--- src/rtl/adc_seq_consts.svh ---
`ifndef ADC_SEQ_CONSTS_SVH
`define ADC_SEQ_CONSTS_SVH

// register byte offsets on the avalon slave
`define OFS_STATUS      6'h00
`define OFS_CR1         6'h04
`define OFS_CR2         6'h08
`define OFS_RSEQ_A      6'h0c
`define OFS_RSEQ_B      6'h10
`define OFS_RSEQ_C      6'h14
`define OFS_JSEQ        6'h18
`define OFS_UPPER       6'h1c
`define OFS_LOWER       6'h20
`define OFS_RDATA       6'h24
`define OFS_JDATA       6'h28

// widths
`define SLOT_W          5
`define RES_W           12

// reset values
`define CR1_RESET       13'h0000
`define CR2_RESET       7'h00
`define UPPER_RESET     12'hfff
`define LOWER_RESET     12'h000

// channels wired to internal sources
`define CH_TEMP         5'h10
`define CH_VREF         5'h11

// timing, in converter clock ticks unless noted
`define CONV_TICKS      14
`define PRESC_DIV2      2'h0
`define GAP_TICKS       1
`define GAP_TICKS_DIV2  2
`define STAB_NS         1000
`define CLK_MHZ         50
`define STAB_CYCLES     ((`STAB_NS * `CLK_MHZ + 999) / 1000)

`endif

--- src/rtl/adc_seq_pkg.sv ---
`default_nettype none
`include "adc_seq_consts.svh"

package adc_seq_pkg;

  typedef enum logic [1:0] {IDLE, GAP, CONVERT} state_t;

  typedef struct packed {
    logic              regularGuardEnable;
    logic              injectedGuardEnable;
    logic              autoInjection;
    logic              singleChannelGuard;
    logic              scanMode;
    logic              injectedDoneIrqEnable;
    logic              thresholdIrqEnable;
    logic              regularDoneIrqEnable;
    logic [`SLOT_W-1:0] guardedChannelSelect;
  } ctrl1_t;

  typedef struct packed {
    logic [1:0] prescalerSetting;
    logic       regularTriggerEnable;
    logic       injectedTriggerEnable;
    logic       transferRequestEnable;
    logic       repeatConversions;
    logic       converterOn;
  } ctrl2_t;

  typedef struct packed {
    logic stable;
    logic busy;
    logic thresholdAlert;
    logic injectedDone;
    logic regularDone;
  } status_t;

  typedef struct packed {
    logic [3:0]            length;
    logic [4*`SLOT_W-1:0]  slots;
  } rseq_tail_t;

  typedef struct packed {
    logic [1:0]            length;
    logic [4*`SLOT_W-1:0]  slots;
  } jseq_t;

  typedef struct packed {
    logic               valid;
    logic               injected;
    logic [`SLOT_W-1:0] channel;
    logic [`RES_W-1:0]  value;
  } conv_event_t;

endpackage

`default_nettype wire

--- src/rtl/adc_conversion_sequencer.sv ---
// The implementer's own choices: the register offsets and register access over Avalon-MM.
`timescale 1ns/10ps
`default_nettype none
`include "adc_seq_consts.svh"

//Contract
//- regular group runs up to 16 slots, length from 4-bit field
//- injected group runs up to 4 slots, length from 2-bit field
//- any slot may name any channel, repeats allowed
//- writing a sequence register mid-conversion aborts and restarts the group
//- channel 16 selects temperature sensor, 17 the internal reference
//- without repeat, one conversion (or one scan) then stop
//- regular end stores result, sets regular done, may interrupt
//- injected end stores result, sets injected done, may interrupt
//- with repeat, a new conversion follows each one at once; the code idles after the injected group unless auto injection is on or regResume or pendReg is set
//- result and done flag appear 14 converter ticks after start
//- alert flag when value below lower or above upper threshold
//- threshold check uses raw value before alignment
//- guard enables and single-channel select choose guarded channels
//- scan walks the group, wraps to first slot when repeating
//- with transfer request on, each regular end requests dma
//- injected trigger aborts regular, runs injected group, resumes regular slot
//- regular trigger waits for injected group to finish
//- auto injection runs injected group after regular group
//- group switch inserts one tick, two ticks at prescaler two
//- first on powers up, second on starts, off powers down
//- triggers act on rising edge only
module adc_conversion_sequencer
  import adc_seq_pkg::*;
(
  input  wire logic              clock,
  input  wire logic              rst,
  input  wire logic [5:0]        address,
  input  wire logic              read,
  input  wire logic              write,
  input  wire logic [31:0]       writedata,
  output logic      [31:0]       readdata,
  output logic                   waitrequest,
  input  wire logic              regularTrigger,
  input  wire logic              injectedTrigger,
  input  wire logic [`RES_W-1:0] sampleValue,
  output logic      [`SLOT_W-1:0] muxChannel,
  output logic                   tempSensorSelect,
  output logic                   referenceSelect,
  output logic                   powerUp,
  output logic                   converting,
  output logic                   dmaRequest,
  input  wire logic              dmaAck,
  output logic                   irq
);

  localparam int StabCycles = `STAB_CYCLES;

  ctrl1_t                  ctrlOne;
  ctrl2_t                  ctrlTwo;
  ctrl2_t                  wrTwo;
  status_t                 clearBits;
  logic [6*`SLOT_W-1:0]    regSeqA;
  logic [6*`SLOT_W-1:0]    regSeqB;
  rseq_tail_t              regSeqC;
  jseq_t                   injSeq;
  logic [`RES_W-1:0]       upperThreshold;
  logic [`RES_W-1:0]       lowerThreshold;
  logic [15:0]             regularResult;
  logic [15:0]             injectedResult;
  logic                    regularDone;
  logic                    injectedDone;
  logic                    thresholdAlert;
  logic                    busAck;
  logic                    wrStrobe;
  logic                    cr2Write;
  logic                    seqWrite;
  logic                    startReg;
  logic                    stable;
  logic [15:0]             stabCount;
  state_t                  state;
  logic                    injGroup;
  logic                    regResume;
  logic                    pendReg;
  logic                    pendInj;
  logic [3:0]              regIdx;
  logic [1:0]              injIdx;
  logic [1:0]              gapCount;
  logic [1:0]              gapLoad;
  logic [3:0]              tickCount;
  logic [2:0]              divCount;
  logic                    convTick;
  logic                    convDone;
  logic                    regTrigLast;
  logic                    injTrigLast;
  logic                    regTrigEdge;
  logic                    injTrigEdge;
  logic [16*`SLOT_W-1:0]   regSlots;
  logic [`SLOT_W-1:0]      slotChannel;
  logic                    regLast;
  logic                    injLast;
  conv_event_t             convEvent;
  logic                    guardHit;

  // avalon slave: one wait cycle on every access
  assign waitrequest = (read | write) & ~busAck;
  assign wrStrobe    = write & busAck;
  assign cr2Write    = wrStrobe && address == `OFS_CR2;
  assign wrTwo       = ctrl2_t'(writedata[$bits(ctrl2_t)-1:0]);
  assign clearBits   = (wrStrobe && address == `OFS_STATUS) ? status_t'(writedata[$bits(status_t)-1:0])
                                                             : status_t'(5'h00);
  assign seqWrite    = wrStrobe && (address == `OFS_RSEQ_A || address == `OFS_RSEQ_B ||
                                    address == `OFS_RSEQ_C || address == `OFS_JSEQ);

  always_ff @(posedge clock) begin
    if (rst) begin
      busAck <= 1'b0;
    end else begin
      busAck <= (read | write) & ~busAck;
    end
  end

  always_ff @(posedge clock) begin
    if (rst) begin
      readdata <= 32'h0000_0000;
    end else if (read && !busAck) begin
      case (address)
        `OFS_STATUS: readdata <= {27'h000_0000, stable, converting, thresholdAlert, injectedDone, regularDone};
        `OFS_CR1:    readdata <= {19'h0_0000, ctrlOne};
        `OFS_CR2:    readdata <= {25'h000_0000, ctrlTwo};
        `OFS_RSEQ_A: readdata <= {2'h0, regSeqA};
        `OFS_RSEQ_B: readdata <= {2'h0, regSeqB};
        `OFS_RSEQ_C: readdata <= {8'h00, regSeqC};
        `OFS_JSEQ:   readdata <= {10'h000, injSeq};
        `OFS_UPPER:  readdata <= {20'h0_0000, upperThreshold};
        `OFS_LOWER:  readdata <= {20'h0_0000, lowerThreshold};
        `OFS_RDATA:  readdata <= {16'h0000, regularResult};
        `OFS_JDATA:  readdata <= {16'h0000, injectedResult};
        default:     readdata <= 32'h0000_0000;
      endcase
    end
  end

  always_ff @(posedge clock) begin
    if (rst) begin
      ctrlOne        <= ctrl1_t'(`CR1_RESET);
      ctrlTwo        <= ctrl2_t'(`CR2_RESET);
      regSeqA        <= 30'h0000_0000;
      regSeqB        <= 30'h0000_0000;
      regSeqC        <= rseq_tail_t'(24'h00_0000);
      injSeq         <= jseq_t'(22'h00_0000);
      upperThreshold <= `UPPER_RESET;
      lowerThreshold <= `LOWER_RESET;
    end else if (wrStrobe) begin
      case (address)
        `OFS_CR1:    ctrlOne        <= ctrl1_t'(writedata[$bits(ctrl1_t)-1:0]);
        `OFS_CR2:    ctrlTwo        <= wrTwo;
        `OFS_RSEQ_A: regSeqA        <= writedata[6*`SLOT_W-1:0];
        `OFS_RSEQ_B: regSeqB        <= writedata[6*`SLOT_W-1:0];
        `OFS_RSEQ_C: regSeqC        <= rseq_tail_t'(writedata[$bits(rseq_tail_t)-1:0]);
        `OFS_JSEQ:   injSeq         <= jseq_t'(writedata[$bits(jseq_t)-1:0]);
        `OFS_UPPER:  upperThreshold <= writedata[`RES_W-1:0];
        `OFS_LOWER:  lowerThreshold <= writedata[`RES_W-1:0];
        default:     ctrlOne        <= ctrlOne;
      endcase
    end
  end

  // power-up and stabilisation
  always_ff @(posedge clock) begin
    if (rst || !ctrlTwo.converterOn) begin
      stabCount <= 16'h0000;
      stable    <= 1'b0;
    end else if (!stable) begin
      stabCount <= stabCount + 16'h0001;
      stable    <= stabCount == 16'(StabCycles - 1);
    end
  end

  assign powerUp  = ctrlTwo.converterOn;
  // a second on-write only starts once the analog side has settled
  assign startReg = cr2Write && wrTwo.converterOn && ctrlTwo.converterOn && stable;

  // trigger edges
  always_ff @(posedge clock) begin
    if (rst) begin
      regTrigLast <= 1'b0;
      injTrigLast <= 1'b0;
    end else begin
      regTrigLast <= regularTrigger;
      injTrigLast <= injectedTrigger;
    end
  end

  assign regTrigEdge = regularTrigger & ~regTrigLast & ctrlTwo.regularTriggerEnable & stable;
  assign injTrigEdge = injectedTrigger & ~injTrigLast & ctrlTwo.injectedTriggerEnable & stable;

  // converter clock enable: prescaler code n divides by 2n+2
  always_ff @(posedge clock) begin
    if (rst || convTick) begin
      divCount <= 3'h0;
    end else begin
      divCount <= divCount + 3'h1;
    end
  end

  assign convTick = divCount == {ctrlTwo.prescalerSetting, 1'b1};

  assign regSlots    = {regSeqC.slots, regSeqB, regSeqA};
  assign slotChannel = injGroup ? injSeq.slots[`SLOT_W*injIdx +: `SLOT_W]
                                : regSlots[`SLOT_W*regIdx +: `SLOT_W];
  assign regLast     = !ctrlOne.scanMode || regIdx == regSeqC.length;
  assign injLast     = !(ctrlOne.scanMode || ctrlOne.autoInjection) || injIdx == injSeq.length;
  assign convDone    = state == CONVERT && convTick && tickCount == 4'(`CONV_TICKS - 1);
  assign gapLoad     = (ctrlTwo.prescalerSetting == `PRESC_DIV2) ? 2'(`GAP_TICKS_DIV2 - 1)
                                                                 : 2'(`GAP_TICKS - 1);

  // sequencer
  always_ff @(posedge clock) begin
    if (rst || !ctrlTwo.converterOn) begin
      state     <= IDLE;
      injGroup  <= 1'b0;
      regResume <= 1'b0;
      pendReg   <= 1'b0;
      pendInj   <= 1'b0;
      regIdx    <= 4'h0;
      injIdx    <= 2'h0;
      tickCount <= 4'h0;
      gapCount  <= 2'h0;
    end else begin
      if (startReg || regTrigEdge) begin
        pendReg <= 1'b1;
      end
      if (injTrigEdge) begin
        pendInj <= 1'b1;
      end
      if (convTick && state == CONVERT) begin
        tickCount <= tickCount + 4'h1;
      end
      case (state)
        IDLE: begin
          tickCount <= 4'h0;
          if (pendInj) begin
            pendInj  <= 1'b0;
            injIdx   <= 2'h0;
            injGroup <= 1'b1;
            state    <= CONVERT;
          end else if (pendReg) begin
            pendReg  <= 1'b0;
            injGroup <= 1'b0;
            state    <= CONVERT;
          end
        end
        GAP: begin
          tickCount <= 4'h0;
          if (convTick) begin
            if (gapCount == 2'h0) begin
              state <= CONVERT;
            end else begin
              gapCount <= gapCount - 2'h1;
            end
          end
        end
        CONVERT: begin
          if (seqWrite) begin
            tickCount <= 4'h0;
            regIdx    <= 4'h0;
            injIdx    <= 2'h0;
          end else if (!injGroup && (injTrigEdge || pendInj)) begin
            // regIdx is kept so the aborted slot is redone afterwards
            pendInj   <= 1'b0;
            regResume <= 1'b1;
            injGroup  <= 1'b1;
            injIdx    <= 2'h0;
            gapCount  <= gapLoad;
            state     <= GAP;
          end else if (convDone) begin
            tickCount <= 4'h0;
            if (injGroup) begin
              if (!injLast) begin
                injIdx <= injIdx + 2'h1;
              end else begin
                injIdx <= 2'h0;
                if (regResume || pendReg || (ctrlOne.autoInjection && ctrlTwo.repeatConversions)) begin
                  regResume <= 1'b0;
                  pendReg   <= 1'b0;
                  injGroup  <= 1'b0;
                  gapCount  <= gapLoad;
                  state     <= GAP;
                end else begin
                  state <= IDLE;
                end
              end
            end else begin
              if (!regLast) begin
                regIdx <= regIdx + 4'h1;
              end else begin
                regIdx <= 4'h0;
                if (ctrlOne.autoInjection) begin
                  injGroup <= 1'b1;
                  gapCount <= gapLoad;
                  state    <= GAP;
                end else if (!ctrlTwo.repeatConversions) begin
                  state <= IDLE;
                end
              end
            end
          end
        end
        default: state <= IDLE;
      endcase
    end
  end

  assign converting = state != IDLE;

  always_ff @(posedge clock) begin
    if (rst) begin
      muxChannel       <= 5'h00;
      tempSensorSelect <= 1'b0;
      referenceSelect  <= 1'b0;
    end else begin
      muxChannel       <= slotChannel;
      tempSensorSelect <= slotChannel == `CH_TEMP;
      referenceSelect  <= slotChannel == `CH_VREF;
    end
  end

  // results, right aligned with zero upper bits
  always_ff @(posedge clock) begin
    if (rst) begin
      regularResult  <= 16'h0000;
      injectedResult <= 16'h0000;
    end else if (convDone) begin
      if (injGroup) begin
        injectedResult <= {4'h0, sampleValue};
      end else begin
        regularResult <= {4'h0, sampleValue};
      end
    end
  end

  assign convEvent = '{valid: convDone, injected: injGroup, channel: muxChannel, value: sampleValue};

  threshold_guard u_guard (
    .clock      (clock),
    .rst        (rst),
    .convEvent  (convEvent),
    .ctrl       (ctrlOne),
    .upperBound (upperThreshold),
    .lowerBound (lowerThreshold),
    .guardHit   (guardHit)
  );

  // sticky flags: a new event beats a same-cycle clear
  always_ff @(posedge clock) begin
    if (rst) begin
      regularDone    <= 1'b0;
      injectedDone   <= 1'b0;
      thresholdAlert <= 1'b0;
      dmaRequest     <= 1'b0;
    end else begin
      regularDone    <= (regularDone & ~clearBits.regularDone) | (convDone & ~injGroup);
      injectedDone   <= (injectedDone & ~clearBits.injectedDone) | (convDone & injGroup);
      thresholdAlert <= (thresholdAlert & ~clearBits.thresholdAlert) | guardHit;
      dmaRequest     <= (dmaRequest & ~dmaAck) |
                        (convDone & ~injGroup & ctrlTwo.transferRequestEnable);
    end
  end

  assign irq = (regularDone & ctrlOne.regularDoneIrqEnable) |
               (injectedDone & ctrlOne.injectedDoneIrqEnable) |
               (thresholdAlert & ctrlOne.thresholdIrqEnable);
endmodule // adc_conversion_sequencer

`default_nettype wire

--- src/rtl/threshold_guard.sv ---
`timescale 1ns/10ps
`default_nettype none
`include "adc_seq_consts.svh"

module threshold_guard
  import adc_seq_pkg::*;
(
  input  wire logic              clock,
  input  wire logic              rst,
  input  wire conv_event_t       convEvent,
  input  wire ctrl1_t            ctrl,
  input  wire logic [`RES_W-1:0] upperBound,
  input  wire logic [`RES_W-1:0] lowerBound,
  output logic                   guardHit
);

  logic covered;
  logic outside;

  always_comb begin
    covered = (convEvent.injected ? ctrl.injectedGuardEnable : ctrl.regularGuardEnable) &&
              (!ctrl.singleChannelGuard || convEvent.channel == ctrl.guardedChannelSelect);
    // raw value, alignment never reaches here
    outside = (convEvent.value < lowerBound) || (convEvent.value > upperBound);
  end

  always_ff @(posedge clock) begin
    if (rst) begin
      guardHit <= 1'b0;
    end else begin
      guardHit <= convEvent.valid && covered && outside;
    end
  end

endmodule // threshold_guard

`default_nettype wire

--- config.mk ---
export PLATFORM = sky130hd
export DESIGN_NAME = adc_conversion_sequencer
export DESIGN_NICKNAME = d
export VERILOG_FILES = /design/src/rtl/adc_seq_pkg.sv /design/src/rtl/adc_conversion_sequencer.sv /design/src/rtl/threshold_guard.sv
export VERILOG_INCLUDE_DIRS = /design/src /design/src/rtl
export SDC_FILE = /design/constraint.sdc
export NUM_CORES = 1
export LEC_CHECK = 0
export ABC_AREA = 1
export BUFFER_PORTS_ARGS = -buffer_cell sky130_fd_sc_hd__buf_4
export CAP_MARGIN = 20
export CORE_MARGIN = 10
export CORE_UTILIZATION = 45
export DETAILED_ROUTE_END_ITERATION = 10
export GPL_TIMING_DRIVEN = 1
export MAX_ROUTING_LAYER = met4
export RECOVER_POWER = 50
export SLEW_MARGIN = 10
export SYNTH_ARGS = -nofsm -noshare
export SYNTH_HDL_FRONTEND = slang
export SYNTH_SLANG_ARGS = --single-unit
--- constraint.sdc ---
create_clock -name clock -period 2.4 [get_ports clock]
set_clock_uncertainty 0.1 [all_clocks]
set_input_delay 0.48 -clock clock [delete_from_list [all_inputs] [get_ports clock]]
set_output_delay 0.48 -clock clock [all_outputs]
set_load 0.1 [all_outputs]
==> run summary <==
The tools report the fmax as 478 MHz. Summing the sequential cell areas from Yosys gives 41.2% of the chip area. The floorplan step set the die width to 187 um. Synthesis produced 1828 cells. The maximum resistive drop on vdd is 0.737 mV, and the cell area after technology mapping is 12500 um^2.

The initial antenna violation count was 0; the total placed instance area was 13700 um^2. The vertical die dimension came out at 187 um. The final reports fail on capacitance limit, slew limit. The top cell type by area accounts for 41.2% of the synthesized area. For the HPWL after detailed placement, the log shows 30.3 mm. The number of hold-slack violations in the final timing report was 0. The initial utilization of the core area, before any placement, comes to 46.0%. For the pin with the worst max-slew slack, the measured transition is 1550 ps.

The number of global-route vias before repair was 11386. The slowest stage cell on the critical path is dfxtp_1. In this run the count of I/O pins placed on the die edge is 101. The required time of the critical path is 2760 ps, and the final instance area is 14600 um^2. The worst setup path is captured at a register. The shortest period the worst path allows is 2090 ps, and the clock latency on the worst-skew pair is 560 ps. The critical path's largest stage delay is 360 ps. The final layout contains routed wiring with a total length of 41.8 mm. Synthesis inferred 257 register bits. The number of clock sinks seen by CTS was 257; the max-cap check violation count was 1. In this run, synthesis inferred 0 flip-flops with an integrated enable.

The core region is 27200 um^2. The floorplan step defined a die boundary enclosing 34800 um^2. After clock tree synthesis, the setup repair step added 0 buffers. TritonCTS built the clock tree. The post-route setup TNS was 0 ps. The global-route total usage across every layer came out at 23.3%. The worst setup path is launched from a register. Power density over cell area: 664 nW/um^2.

In this run the critical register-to-register path is launched from regIdx[0]$_SDFFE_PP0P_. The top cell types in the final layout, fill and taps aside, are 367 x nand2_1, 257 x dfxtp_1, 218 x nor2_1. The congestion estimate from routability-driven global placement came to 0.936. The startpoint identified for the worst hold timing path is injectedTrigger.

The layer flagged by global routing as most heavily used is met2. After layout, the design draws a total of 9690 uW. The number of remaining DRC errors is 0, and the arrival time of data at the critical path endpoint is 2450 ps.

The number of buffers and inverters on the critical path is 2. Maximum count of clock buffers along a single path: 3. The first routing iteration left 1150 violations. Hold is met by 40.0 ps. The final clock period utilization by the worst path works out to 87.1%.

The signal on the critical path passes through inv_2 -> buf_12 -> nand2_1 -> nand3_1 -> nand2_1 -> nand2_1 -> nand3_1 -> nand3_1 -> nand2_1 -> nor2_1 -> nand2_1 -> nor2_1. By instance count, the cell type seen most on the critical path is nand2_1. Once the clock tree was built, the resizer swapped 0 gates to a different size. The run gives 0 as the total inserted antenna cells.

Compared with the post-synthesis result, the final layout area differs by 16.8%. Yosys attributes the largest share of cell area to dfxtp_1 41%, nand2_1 11%, a21oi_1 8.4%, o21ai_0 6.6%, nor2_1 6.4%. The internal reg-to-reg setup slack was 310 ps.

After synthesis, the mean cell area works out to 6.84 um^2. The total CTS buffers came out at 29. The run finished, with violations left. The vias per cell came out at 5.35. The worst pin sits at a relative slew slack of -3.12%.

Counting cells, the worst reg-to-reg path comes to 12. The dominant delay contributor by cell family on the critical path is simple AND/OR/NAND/NOR gates. The first global-routing pass estimated 64.3 mm of wire.

The number of stages on the worst hold path is 3, and the clock transition time at the flip-flop clock pins of the worst setup and hold paths is 60 ps. Setup repair after global routing left no endpoint under its margin. The routed layout has 12325 vias. The worst reg2reg path endpoint was referenceSelect$_SDFF_PP0_. The final count of pins violating max slew was 31; the cell count after placement was 2251.

The worst-case hold path end point was injTrigLast$_SDFF_PP0_. The leading cell type in the layout, fill and taps excluded is nand2_1. Buffers inserted to repair hold after CTS numbered 0. The routed length per instance was 18.1 um; the global routing met1 resource utilization was 32.3%. For this run, global-route usage on met3 was measured as 3.37%. In this run the worst setup path begins at regIdx[0]$_SDFFE_PP0P_.

The tightest min-delay check is of the primary input to register type. The total overflow left after global routing is 0. The run gives 1 as the H-tree level count. The count of nets left with antenna violations once routing finished came out at 0. The logs give 0 for the final number of setup-violating endpoints and 52 for the maximum number of pins on one net before global-route repair. Counting distinct cell types in the post-synthesis netlist gives 43.

The final layout contains 1997 nets. The number of buffers added on ports is 96, and the number of synthesis warnings is 0. The analysis attributes to cell leakage a power of 0.00611 uW. Summed over all instances, the cell type with the most area after synthesis is dfxtp_1. The tree is rooted in a clkbuf_16. The finished layout holds 2304 standard cells, fillers aside. Dominant register cell in the synthesized netlist: dfxtp_1.

Counting flops with an async set or reset pin after synthesis yields a share of 0%. The post-route netlist has 11.7% of its cells at a drive strength greater than 1. The pre-antenna-repair detailed-routing pass consisted of 5 iterations. The initialized floorplan defines 60 standard-cell rows. The critical path is of the register to register type. The largest fanout on the critical path was 23; the met2 layer usage reported by global route was 35.0%.
## power by group
part	internal (uW)	total [uW]	switching, uW
combinational	137	455	319
clock	3090	4940	1860
sequential	4280	4290	12.2
## how the worst max path moves through the flow
| stage | endpoint | depth (start not counted) |
|---|---|---|
| after floorplan | waitrequest | 2 |
| after global placement | regSeqB[16]$_SDFFE_PP0P_ | 7 |
| after detailed placement | regSeqB[16]$_SDFFE_PP0P_ | 7 |
| after CTS | converting | 3 |
| after global routing | readdata[10]$_SDFFE_PP0P_ | 3 |
| final | referenceSelect$_SDFF_PP0_ | 12 |
## registers in the layout, summed over array words and instances, names as in the netlist, 13 cells and up
| signal | flops |
|---|---|
| regSeqA | 30 |
| stabCount | 16 |
| readdata | 30 |
| regSeqB | 30 |
| ctrlOne | 13 |
| injSeq | 22 |
| regSeqC | 24 |
## Yosys cell counts (4+ instances only)
master / instances
nand2_1: 366
dfxtp_1: 257
nor2_1: 214
a21oi_1: 209
inv_1: 168
o21ai_0: 166
nand3_1: 111
clkbuf_1: 61
o21ai_1: 52
o22ai_1: 31
ha_1: 30
buf_2: 23
inv_2: 23
o211ai_1: 17
nor3_1: 13
nor2_2: 11
xor2_1: 9
nand4_1: 8
buf_4: 7
nand2_2: 7
xnor2_1: 6
nor2_4: 5
nand3_2: 4
## per-layer routing
| layer | share of wire, % | wire [um] | vias to the layer above |
|---|---|---|---|
| met1 | 46 | 19100 | 5633 |
| met3 | 7.8 | 3270 | 68 |
| met4 | 2.4 | 1010 | 0 |
| li1 | - | - | 6168 |
| met2 | 44 | 18400 | 456 |
| met5 | 0 | 0 | - |
## worst register-to-register path: stages, from the launching register on
cell,delay (ps)
dfxtp_1,360
inv_2,260
buf_12,220
nand2_1,80
nand3_1,100
nand2_1,60
nand2_1,50
nand3_1,120
nand3_1,190
nand2_1,70
nor2_1,140
nand2_1,70
nor2_1,170
## kinds of logic (layout without fill, tap and decap cells)
family | after synthesis | count (layout) | share of synthesized area [%]
other cells | 1 | 2 | 0.0300
flops | 257 | 257 | 41.2
fa+ha+maj | 30 | 30 | 3.00
buf+inv | 287 | 390 | 9.06
simple gates | 750 | 750 | 25.2
compound gates | 488 | 488 | 20.5
xor+xnor | 15 | 15 | 1.05
## metrics by stage
| step | setup WS, ps | utilization (%) |
|---|---|---|
| detailed placement | 164 | 50.2 |
| global placement | 202 | 50.2 |
| floorplan | 44.4 | - |
| CTS | 303 | 54.1 |
| finish | 308 | 53.7 |
| global route | 187 | 53.7 |
## cell type report
class / instances / area, um^2
fillers: 2777 / 12600
multi-input cells: 1285 / 6200
flip-flops and latches: 257 / 5140
repair buffers: 144 / 1010
clock buffers: 37 / 796
inverters: 193 / 727
well taps: 372 / 465
clock inverters: 16 / 263
Note: power is estimated with default switching activity, not from simulation.
